File: config.mk
export PLATFORM = sky130hd
export DESIGN_NAME = usbaec_core
export DESIGN_NICKNAME = d
export VERILOG_FILES = /design/src/usbaec_pkg.sv /design/src/usbaec_core.sv
export VERILOG_INCLUDE_DIRS = /design/src
export SDC_FILE = /design/constraint.sdc
export NUM_CORES = 1
export LEC_CHECK = 0
export ABC_AREA = 1
export BUFFER_PORTS_ARGS = -buffer_cell sky130_fd_sc_hd__buf_2
export CORE_MARGIN = 5
export CORE_UTILIZATION = 53
export DETAILED_ROUTE_END_ITERATION = 12
export MAX_ROUTING_LAYER = met4
export PLACE_DENSITY_LB_ADDON = 0.12
export REMOVE_ABC_BUFFERS = 1
export SYNTH_ARGS = -nofsm -noshare
export SYNTH_HDL_FRONTEND = slang
export SYNTH_SLANG_ARGS = --single-unit
File: constraint.sdc
create_clock -name mclk -period 1.9 [get_ports mclk]
set_clock_uncertainty 0.2 [all_clocks]
set_input_delay 0.285 -clock mclk [delete_from_list [all_inputs] [get_ports mclk]]
set_output_delay 0.285 -clock mclk [all_outputs]
set_load 0.1 [all_outputs]
File: src/usbaec_defs.svh
// register offsets, field positions and codes for the usb address and control endpoint logic
`ifndef USBAEC_DEFS_SVH
`define USBAEC_DEFS_SVH
`define USBAEC_ADDR_OFS     8'h10
`define USBAEC_MODE_OFS     8'h12
`define USBAEC_ADDR_EN_BIT  7
`define USBAEC_SETUP_BIT    7
`define USBAEC_IN_BIT       6
`define USBAEC_OUT_BIT      5
`define USBAEC_ACK_BIT      4
`define USBAEC_MODE_NAK     4'h1
`define USBAEC_MODE_IDLE    4'h0
`define USBAEC_FIFO_BASE    8'hF8
`define USBAEC_FIFO_DEPTH   8
`define USBAEC_NUM_EP       3
`endif

File: src/usbaec_pkg.sv
// types shared by the usb address and control endpoint logic
package usbaec_pkg;
   typedef enum logic [1:0] {
      USBAEC_PID_OUT   = 2'h0,
      USBAEC_PID_IN    = 2'h1,
      USBAEC_PID_SETUP = 2'h3
   } usbaec_pid_t;
   // token from the protocol engine front end
   typedef struct packed {
      logic        valid;
      usbaec_pid_t pid;
      logic [6:0]  addr;
      logic [1:0]  endp;
   } usbaec_token_t;
   // handshake decision back to the front end
   typedef struct packed {
      logic valid;
      logic ack;
      logic nak;
   } usbaec_hs_t;
   typedef enum logic [1:0] {
      USBAEC_ST_IDLE  = 2'h0,
      USBAEC_ST_TOKEN = 2'h1,
      USBAEC_ST_DATA  = 2'h3
   } usbaec_state_t;
endpackage

File: src/usbaec_core.sv
// usb device address filter and control endpoint mode and status logic
// Summary of operation
// - hold a 7-bit device address and one address enable bit.
// - any reset and usb bus reset clear the address register to zero.
// - respond to traffic at the programmed address only while enable is set.
// - control endpoint is bidirectional with eight bytes at ram F8 to FF.
// - an unlocked mode register write clears those of the four event flags that hardware does not set in that cycle.
// - setup flag forced high from setup data until the transaction ends, acked or not; cpu cannot clear.
// - while setup flag is set, cpu writes to the endpoint buffer are blocked.
// - in flag set after the last packet of a valid in transaction.
// - out flag set after the last packet of a valid out transaction.
// - ack flag set when a transaction ends in ack, zero otherwise.
// - mode 0001 answers every control endpoint in or out token with nak.
// - mode 0001 still answers a setup token with ack.
// - one address serves three endpoints: control plus two data endpoints.
`timescale 1ns/1ps
`default_nettype none
`include "usbaec_defs.svh"
module usbaec_core (
   input  wire logic                   mclk,
   input  wire logic                   srst,
   input  wire logic                   usb_bus_reset,
   input  wire logic [7:0]             io_addr,
   input  wire logic [7:0]             io_wdata,
   input  wire logic                   io_wr,
   output logic      [7:0]             io_rdata,
   input  wire logic [7:0]             ram_addr,
   input  wire logic                   ram_wr_req,
   output logic                        ram_wr_allow,
   input  wire usbaec_pkg::usbaec_token_t tok,
   input  wire logic                   setup_data_start,
   input  wire logic                   xact_done,
   input  wire logic                   xact_acked,
   output usbaec_pkg::usbaec_hs_t      hs,
   output logic                        tok_match,
   output logic      [1:0]             tok_endp
);
   import usbaec_pkg::*;

   logic [7:0]    addr_q;
   logic [7:0]    mode_q;
   logic [7:0]    mode_d;
   logic [7:0]    rdata_q;
   logic          allow_q;
   usbaec_hs_t    hs_q;
   logic          match_q;
   logic [1:0]    endp_q;
   usbaec_state_t st_q;
   usbaec_state_t st_d;
   usbaec_pid_t   pid_q;
   logic          setup_lock_q;

   // decode of bus and token
   wire wr_addr   = io_wr && (io_addr == `USBAEC_ADDR_OFS);
   wire wr_mode   = io_wr && (io_addr == `USBAEC_MODE_OFS);
   wire addr_hit  = addr_q[`USBAEC_ADDR_EN_BIT] && (tok.addr == addr_q[6:0]);
   wire ep_ok     = (32'(tok.endp) < `USBAEC_NUM_EP);
   wire tok_ok    = tok.valid && addr_hit && ep_ok;
   wire ep0_tok   = tok_ok && (tok.endp == 2'h0);
   wire nak_mode  = (mode_q[3:0] == `USBAEC_MODE_NAK);
   wire in_fifo   = (ram_addr >= `USBAEC_FIFO_BASE);
   wire mode_lock = setup_lock_q;
   wire end_ep0   = xact_done && (st_q == USBAEC_ST_DATA || st_q == USBAEC_ST_TOKEN);
   wire ack_end   = end_ep0 && xact_acked;

   // address register; bus reset shares the clear with system reset
   always_ff @(posedge mclk) begin
      if (srst || usb_bus_reset) begin
         addr_q <= 8'h00;
      end else if (wr_addr) begin
         addr_q <= io_wdata;
      end
   end

   // transaction tracking for the control endpoint
   always_comb begin
      st_d = st_q;
      case (st_q)
         USBAEC_ST_IDLE:  if (ep0_tok) st_d = USBAEC_ST_TOKEN;
         USBAEC_ST_TOKEN: if (xact_done) st_d = USBAEC_ST_IDLE;
                          else if (setup_data_start) st_d = USBAEC_ST_DATA;
         USBAEC_ST_DATA:  if (xact_done) st_d = USBAEC_ST_IDLE;
         default:         st_d = USBAEC_ST_IDLE;
      endcase
   end

   always_ff @(posedge mclk) begin
      if (srst || usb_bus_reset) begin
         st_q  <= USBAEC_ST_IDLE;
         pid_q <= USBAEC_PID_OUT;
      end else begin
         st_q <= st_d;
         if (ep0_tok) pid_q <= tok.pid;
      end
   end

   // setup lock spans setup data start up to the transaction end, acked or not
   always_ff @(posedge mclk) begin
      if (srst || usb_bus_reset) begin
         setup_lock_q <= 1'b0;
      end else if (st_q == USBAEC_ST_TOKEN && setup_data_start && pid_q == USBAEC_PID_SETUP) begin
         setup_lock_q <= 1'b1;
      end else if (end_ep0) begin
         setup_lock_q <= 1'b0;
      end
   end

   // mode register next value; hardware sets win over a write clear
   always_comb begin
      mode_d = mode_q;
      if (wr_mode && !mode_lock) begin
         mode_d[7:4] = 4'h0;
         mode_d[3:0] = (io_wdata[3:0] == `USBAEC_MODE_NAK) ? io_wdata[3:0] : `USBAEC_MODE_IDLE;
      end
      if (mode_lock || (st_q == USBAEC_ST_TOKEN && setup_data_start && pid_q == USBAEC_PID_SETUP))
         mode_d[`USBAEC_SETUP_BIT] = 1'b1;
      if (end_ep0 && pid_q == USBAEC_PID_IN && xact_acked)
         mode_d[`USBAEC_IN_BIT] = 1'b1;
      if (end_ep0 && pid_q == USBAEC_PID_OUT && xact_acked)
         mode_d[`USBAEC_OUT_BIT] = 1'b1;
      if (end_ep0)
         mode_d[`USBAEC_ACK_BIT] = xact_acked;
   end

   always_ff @(posedge mclk) begin
      if (srst || usb_bus_reset) begin
         mode_q <= 8'h00;
      end else begin
         mode_q <= mode_d;
      end
   end

   // handshake choice: nak data, ack setup; other modes left silent
   always_ff @(posedge mclk) begin
      if (srst) begin
         hs_q    <= '0;
         match_q <= 1'b0;
         endp_q  <= 2'h0;
      end else begin
         hs_q.valid <= ep0_tok && nak_mode;
         hs_q.nak   <= ep0_tok && nak_mode && (tok.pid != USBAEC_PID_SETUP);
         hs_q.ack   <= ep0_tok && nak_mode && (tok.pid == USBAEC_PID_SETUP);
         match_q    <= tok_ok;
         endp_q     <= tok.endp;
      end
   end

   // buffer write gate; a setup in progress must not be overwritten
   always_ff @(posedge mclk) begin
      if (srst) begin
         allow_q <= 1'b0;
      end else begin
         allow_q <= ram_wr_req && !(in_fifo && mode_d[`USBAEC_SETUP_BIT]);
      end
   end

   // read mux; unmapped offsets read zero
   always_ff @(posedge mclk) begin
      if (srst) begin
         rdata_q <= 8'h00;
      end else begin
         rdata_q <= (io_addr == `USBAEC_ADDR_OFS) ? addr_q :
                    (io_addr == `USBAEC_MODE_OFS) ? mode_q : 8'h00;
      end
   end

   assign io_rdata     = rdata_q;
   assign ram_wr_allow = allow_q;
   assign hs           = hs_q;
   assign tok_match    = match_q;
   assign tok_endp     = endp_q;

   // checks
   nak_on_data_a: assert property (@(posedge mclk) disable iff (srst)
      (ep0_tok && nak_mode && tok.pid != USBAEC_PID_SETUP) |=> (hs.nak && !hs.ack))
      else $error("data token not nak in nak mode");
   ack_on_setup_a: assert property (@(posedge mclk) disable iff (srst)
      (ep0_tok && nak_mode && tok.pid == USBAEC_PID_SETUP) |=> (hs.ack && !hs.nak))
      else $error("setup token not acked in nak mode");
   addr_gate_a: assert property (@(posedge mclk) disable iff (srst)
      (!addr_q[7]) |=> !tok_match)
      else $error("match while address disabled");
   bus_reset_a: assert property (@(posedge mclk) disable iff (srst)
      usb_bus_reset |=> (addr_q == 8'h00 && mode_q == 8'h00))
      else $error("bus reset did not clear");
   wr_clear_a: assert property (@(posedge mclk) disable iff (srst || usb_bus_reset)
      (wr_mode && !mode_lock && !end_ep0 && !setup_data_start) |=> (mode_q[7:4] == 4'h0))
      else $error("unlocked write left flags");
   setup_hold_a: assert property (@(posedge mclk) disable iff (srst || usb_bus_reset)
      setup_lock_q |=> mode_q[7])
      else $error("setup flag dropped while locked");
   fifo_block_a: assert property (@(posedge mclk) disable iff (srst)
      (ram_wr_req && in_fifo && mode_d[7]) |=> !ram_wr_allow)
      else $error("fifo write allowed during setup");
   ack_flag_a: assert property (@(posedge mclk) disable iff (srst || usb_bus_reset)
      end_ep0 |=> (mode_q[4] == $past(xact_acked)))
      else $error("ack flag wrong at transaction end");
   in_flag_a: assert property (@(posedge mclk) disable iff (srst || usb_bus_reset)
      (end_ep0 && xact_acked && pid_q == USBAEC_PID_IN) |=> mode_q[6])
      else $error("in flag not set");
   out_flag_a: assert property (@(posedge mclk) disable iff (srst || usb_bus_reset)
      (end_ep0 && xact_acked && pid_q == USBAEC_PID_OUT) |=> mode_q[5])
      else $error("out flag not set");
   mode_code_a: assert property (@(posedge mclk) disable iff (srst)
      (mode_q[3:0] == 4'h0 || mode_q[3:0] == 4'h1))
      else $error("reserved mode code stored");
   ep_range_a: assert property (@(posedge mclk) disable iff (srst)
      (tok.valid && tok.endp == 2'h3) |=> !tok_match)
      else $error("match on endpoint 3");
   addr_load_a: assert property (@(posedge mclk) disable iff (srst || usb_bus_reset)
      wr_addr |=> (addr_q == $past(io_wdata)))
      else $error("address write not stored");
   setup_set_a: assert property (@(posedge mclk) disable iff (srst || usb_bus_reset)
      (st_q == USBAEC_ST_TOKEN && setup_data_start && pid_q == USBAEC_PID_SETUP)
      |=> (setup_lock_q && mode_q[`USBAEC_SETUP_BIT]))
      else $error("setup data start did not lock");
   locked_write_a: assert property (@(posedge mclk) disable iff (srst || usb_bus_reset)
      (wr_mode && mode_lock) |=> (mode_q[3:0] == $past(mode_q[3:0])))
      else $error("locked write changed mode code");
   fifo_free_a: assert property (@(posedge mclk) disable iff (srst)
      (ram_wr_req && !in_fifo) |=> ram_wr_allow)
      else $error("ram write below buffer refused");
endmodule
`default_nettype wire

==> run_results.csv <==
group,metric,value,unit
run_status,status,"complete, no violations",
finish,multi_input_area,796,sq um
routing,ant_nets,0,
grt,grt.overflow.total,0,
setup_path,r2r-start,"addr_q[4]",
sta,drv_slew,0,
logic_synthesis,synth_top_family_by_area,"simple AND/OR/NAND/NOR gates",
power_and_ir_drop,max-vdd-ir-drop,0.518,mV
clock_network,cts_resized,0,
placed_design,io_buffers,55,
setup_path,crit_path_start_kind,"primary input",
setup_path,cp_slowest_stage_delay,530,ps
clock_network,h-tree-depth,2,
power_and_ir_drop,p_per_area,702,nW/um^2
setup_path,critical-path-slowest-cell,"dlygate4sd3_1",
sta,fin_crit,1610,ps
setup_path,cp_common_cell,"nor2_1",
logic_synthesis,synth_mux_area_share,0,%
routing,via_count,1699,
logic_synthesis,synth_cell_types,24,
floorplanning,start_util,55.6,%
clock_network,insertion_delay,330,ps
grt,grt_pass1_vias,1511,
logic_synthesis,yosys_warnings,0,
setup_path,reg2reg_to,"pid_q[0]",
clock_network,cts.sinks,36,
setup_path,cpLargestDelayFamily,"buffers and inverters",
setup_path,path_cells,"dlygate4sd3_1, buf_2, nor2_1, nand3_1, nand2_1, inv_1, nor2_1",
routing,wl_per_cell,10.6,microns
power_and_ir_drop,p_leak,1.08,nW
sta,tns,0,ps
finish,stdcell_area,2150,sq um
grt,grt_max_degree,16,
routing,route.detailed.drc,0,
clock_network,root_buffer,"clkbuf_4",
logic_synthesis,syn_inst,255,
routing,drt_pass1_iterations,4,
setup_path,ff2ff_setup_slack,420,ps
sta,setup_viol,0,
logic_synthesis,yosys.area_share.simple,36.5,%
setup_path,crit_type,"in2reg",
finish,drive_gt1_share,23.4,%
logic_synthesis,synth-compound-area-share,10.4,%
floorplanning,die_area,4440,sq um
finish,n_antenna_cell,0,
placed_design,hpwl,3030,microns
setup_path,endpoint_kind,"flip-flop",
hold_path,hold_path_depth,3,
finish,nets,363,
logic_synthesis,synth_fa_ha_area_share,0,%
sta,setup_ws,291,ps
sta,worstMarginPinSlew,491,ps
floorplanning,rows,20,
hold_path,holdPathEnd,"addr_q[7]",
finish,seqCellArea,721,sq um
clock_network,cts_tree,"yes",
placed_design,placed_area,2020,sq um
logic_synthesis,syn_area,1700,sq um
sta,min_period_over_period,84.7,%
sta,fmax,621,MHz
routing,wl_met3,275,microns
setup_path,cp_data_arrival_time,1690,ps
floorplanning,die-width,66.6,microns
power_and_ir_drop,p_total,0.00151,W
clock_network,cts_setup_buffers,0,
grt,track_usage,19.3,%
clock_network,numCtsBuffers,5,
hold_path,holdCritStartpoint,"io_wdata[7]",
run,maxCapViolCount,0,
finish,nFillCells,289,
logic_synthesis,synth-seq-cells,36,
sta,slew_headroom,67.5,%
clock_network,clk_path_buf_depth,2,
routing,wl_met2,1840,microns
placed_design,gp_congestion,0.901,
sta,finalHoldViolations,0,
routing,drt_iter0_drc,117,
grt,grt_pass1_wl,6290,microns
setup_path,required,1980,ps
logic_synthesis,synthXorXnorAreaFrac,0,%
placed_design,pre_cts_ws,281,ps
routing,wl_met1,1630,microns
setup_path,critical_path_peak_fanout,4,
logic_synthesis,yosysSeqAreaShare,42.4,%
sta,grt_setup_unrepaired,"false",
floorplanning,coreArea,3050,sq um
routing,routed_wirelength,3860,microns
routing,vias_per_cell,4.67,
setup_path,crit_buf_inv,3,
hold_path,min_path_type,"in2reg",
setup_path,reg2reg_depth,10,
floorplanning,die_h,66.6,microns
finish,area_growth,26.5,%
setup_path,crit_cells,7,
clock_network,clkTransAtPathRegs,110,ps
finish,postLayoutCoreUtil,70.4,%
routing,highest_layer,"met4",
logic_synthesis,syn_avg_cell_area,6.66,sq um
grt,antenna_found_initial,0,
floorplanning,pin_count,59,
cells in the final DEF (no fill, tap or decap), drive strengths merged:
cell type / n
bufinv: 1
nand4: 5
o21a: 1
nor2: 32
o21ai: 9
a21oi: 24
inv: 43
nand3: 10
clkbuf: 7
dfxtp: 36
nor3: 6
nand2: 85
nor4b: 1
buf: 57
dlygate4sd3: 3
cells in the mapped netlist:
cell / number / area [sq um]
nor2_4: 2 / 22.5
nor3_2: 1 / 10.0
clkbuf_1: 1 / 3.75
nand3_1: 9 / 45.0
a21oi_1: 24 / 120
o21ai_2: 1 / 8.76
nand2_2: 1 / 6.26
nor2_1: 30 / 113
nand4_2: 1 / 12.5
o21ai_0: 7 / 35.0
nand2_1: 83 / 312
buf_6: 1 / 11.3
o21ai_1: 1 / 5.00
o21a_1: 1 / 7.51
inv_1: 42 / 158
nor3_4: 1 / 16.3
nand2_4: 1 / 11.3
nand3_4: 1 / 17.5
nor3_1: 4 / 20.0
buf_2: 1 / 5.00
inv_2: 1 / 3.75
nand4_1: 4 / 25.0
nor4b_1: 1 / 8.76
dfxtp_1: 36 / 721
flip-flops by register name, indices dropped and copies added, names as in the netlist:
register / count
pid_q: 2
st_q: 2
tok_endp: 2
tok_match: 1
io_rdata: 8
hs: 3
mode_q: 8
ram_wr_allow: 1
mode_lock: 1
addr_q: 8
metal layers:
metal / up-vias / GRT usage (%)
met3: 13 / 4.38
met1: 720 / 22.9
met4: 0 / 9.14
met2: 50 / 30.9
li1: 916 / -
met5: - / -
worst register-to-register path, cell delays in order (launching register included):
cell and delay, ps:
dfxtp_1 410, inv_1 100, nand2_1 70, nand2_1 50, nor2_1 100, nand2_1 100, inv_1 60, nand3_1 110
nand2_1 100, inv_1 40, nor2_1 90
layout make-up:
class | instances | area share, %
timing repair buffer | 60 | 14.9
clock buffer | 7 | 3.03
inverter | 43 | 7.51
clock inverter | 1 | 1.40
multi-input combinational | 173 | 37.0
tap | 44 | 2.56
sequential | 36 | 33.5
through the flow:
step / hold slack, ps / instances
after floorplan: 154 / 252
after global placement: 249 / 353
after detailed placement: 248 / 353
after CTS: 12.8 / 364
after global routing: 12.6 / 364
final: 14.4 / 364
logic make-up after synthesis:
family / count (synthesis)
AOI/OAI and AO/OA: 34
buffers and inverters: 46
DFF: 36
and+or+nand+nor: 139
report_power, final:
| group | switching (W) | leakage, nW | internal, W |
|---|---|---|---|
| clock | 0.000248 | 0.0515 | 0.000349 |
| combinational | 0.0000945 | 0.738 | 0.0000576 |
| sequential | 0.000000850 | 0.291 | 0.000758 |
| total | 0.000343 | 1.08 | 0.00116 |
worst max path at each step:
| stage | slack, ps | end | from |
|---|---|---|---|
| after global placement | 320 | addr_q[1] | io_addr[7] |
| after floorplan | 510 | mode_q[1] | usb_bus_reset |
| after detailed placement | 280 | addr_q[4] | io_addr[7] |
| final | 290 | pid_q[0] | tok[1] |
| after CTS | 300 | pid_q[0] | tok[0] |
| after global routing | 160 | pid_q[0] | tok[0] |
timing repair:
item / 4_1_cts / 5_1_grt
hold buffers: 3 / 0
endpoints found under the setup margin: 0 / 0
endpoints found under the hold margin: 3 / 0
No activity file was read; power rests on OpenSTA's default activity.
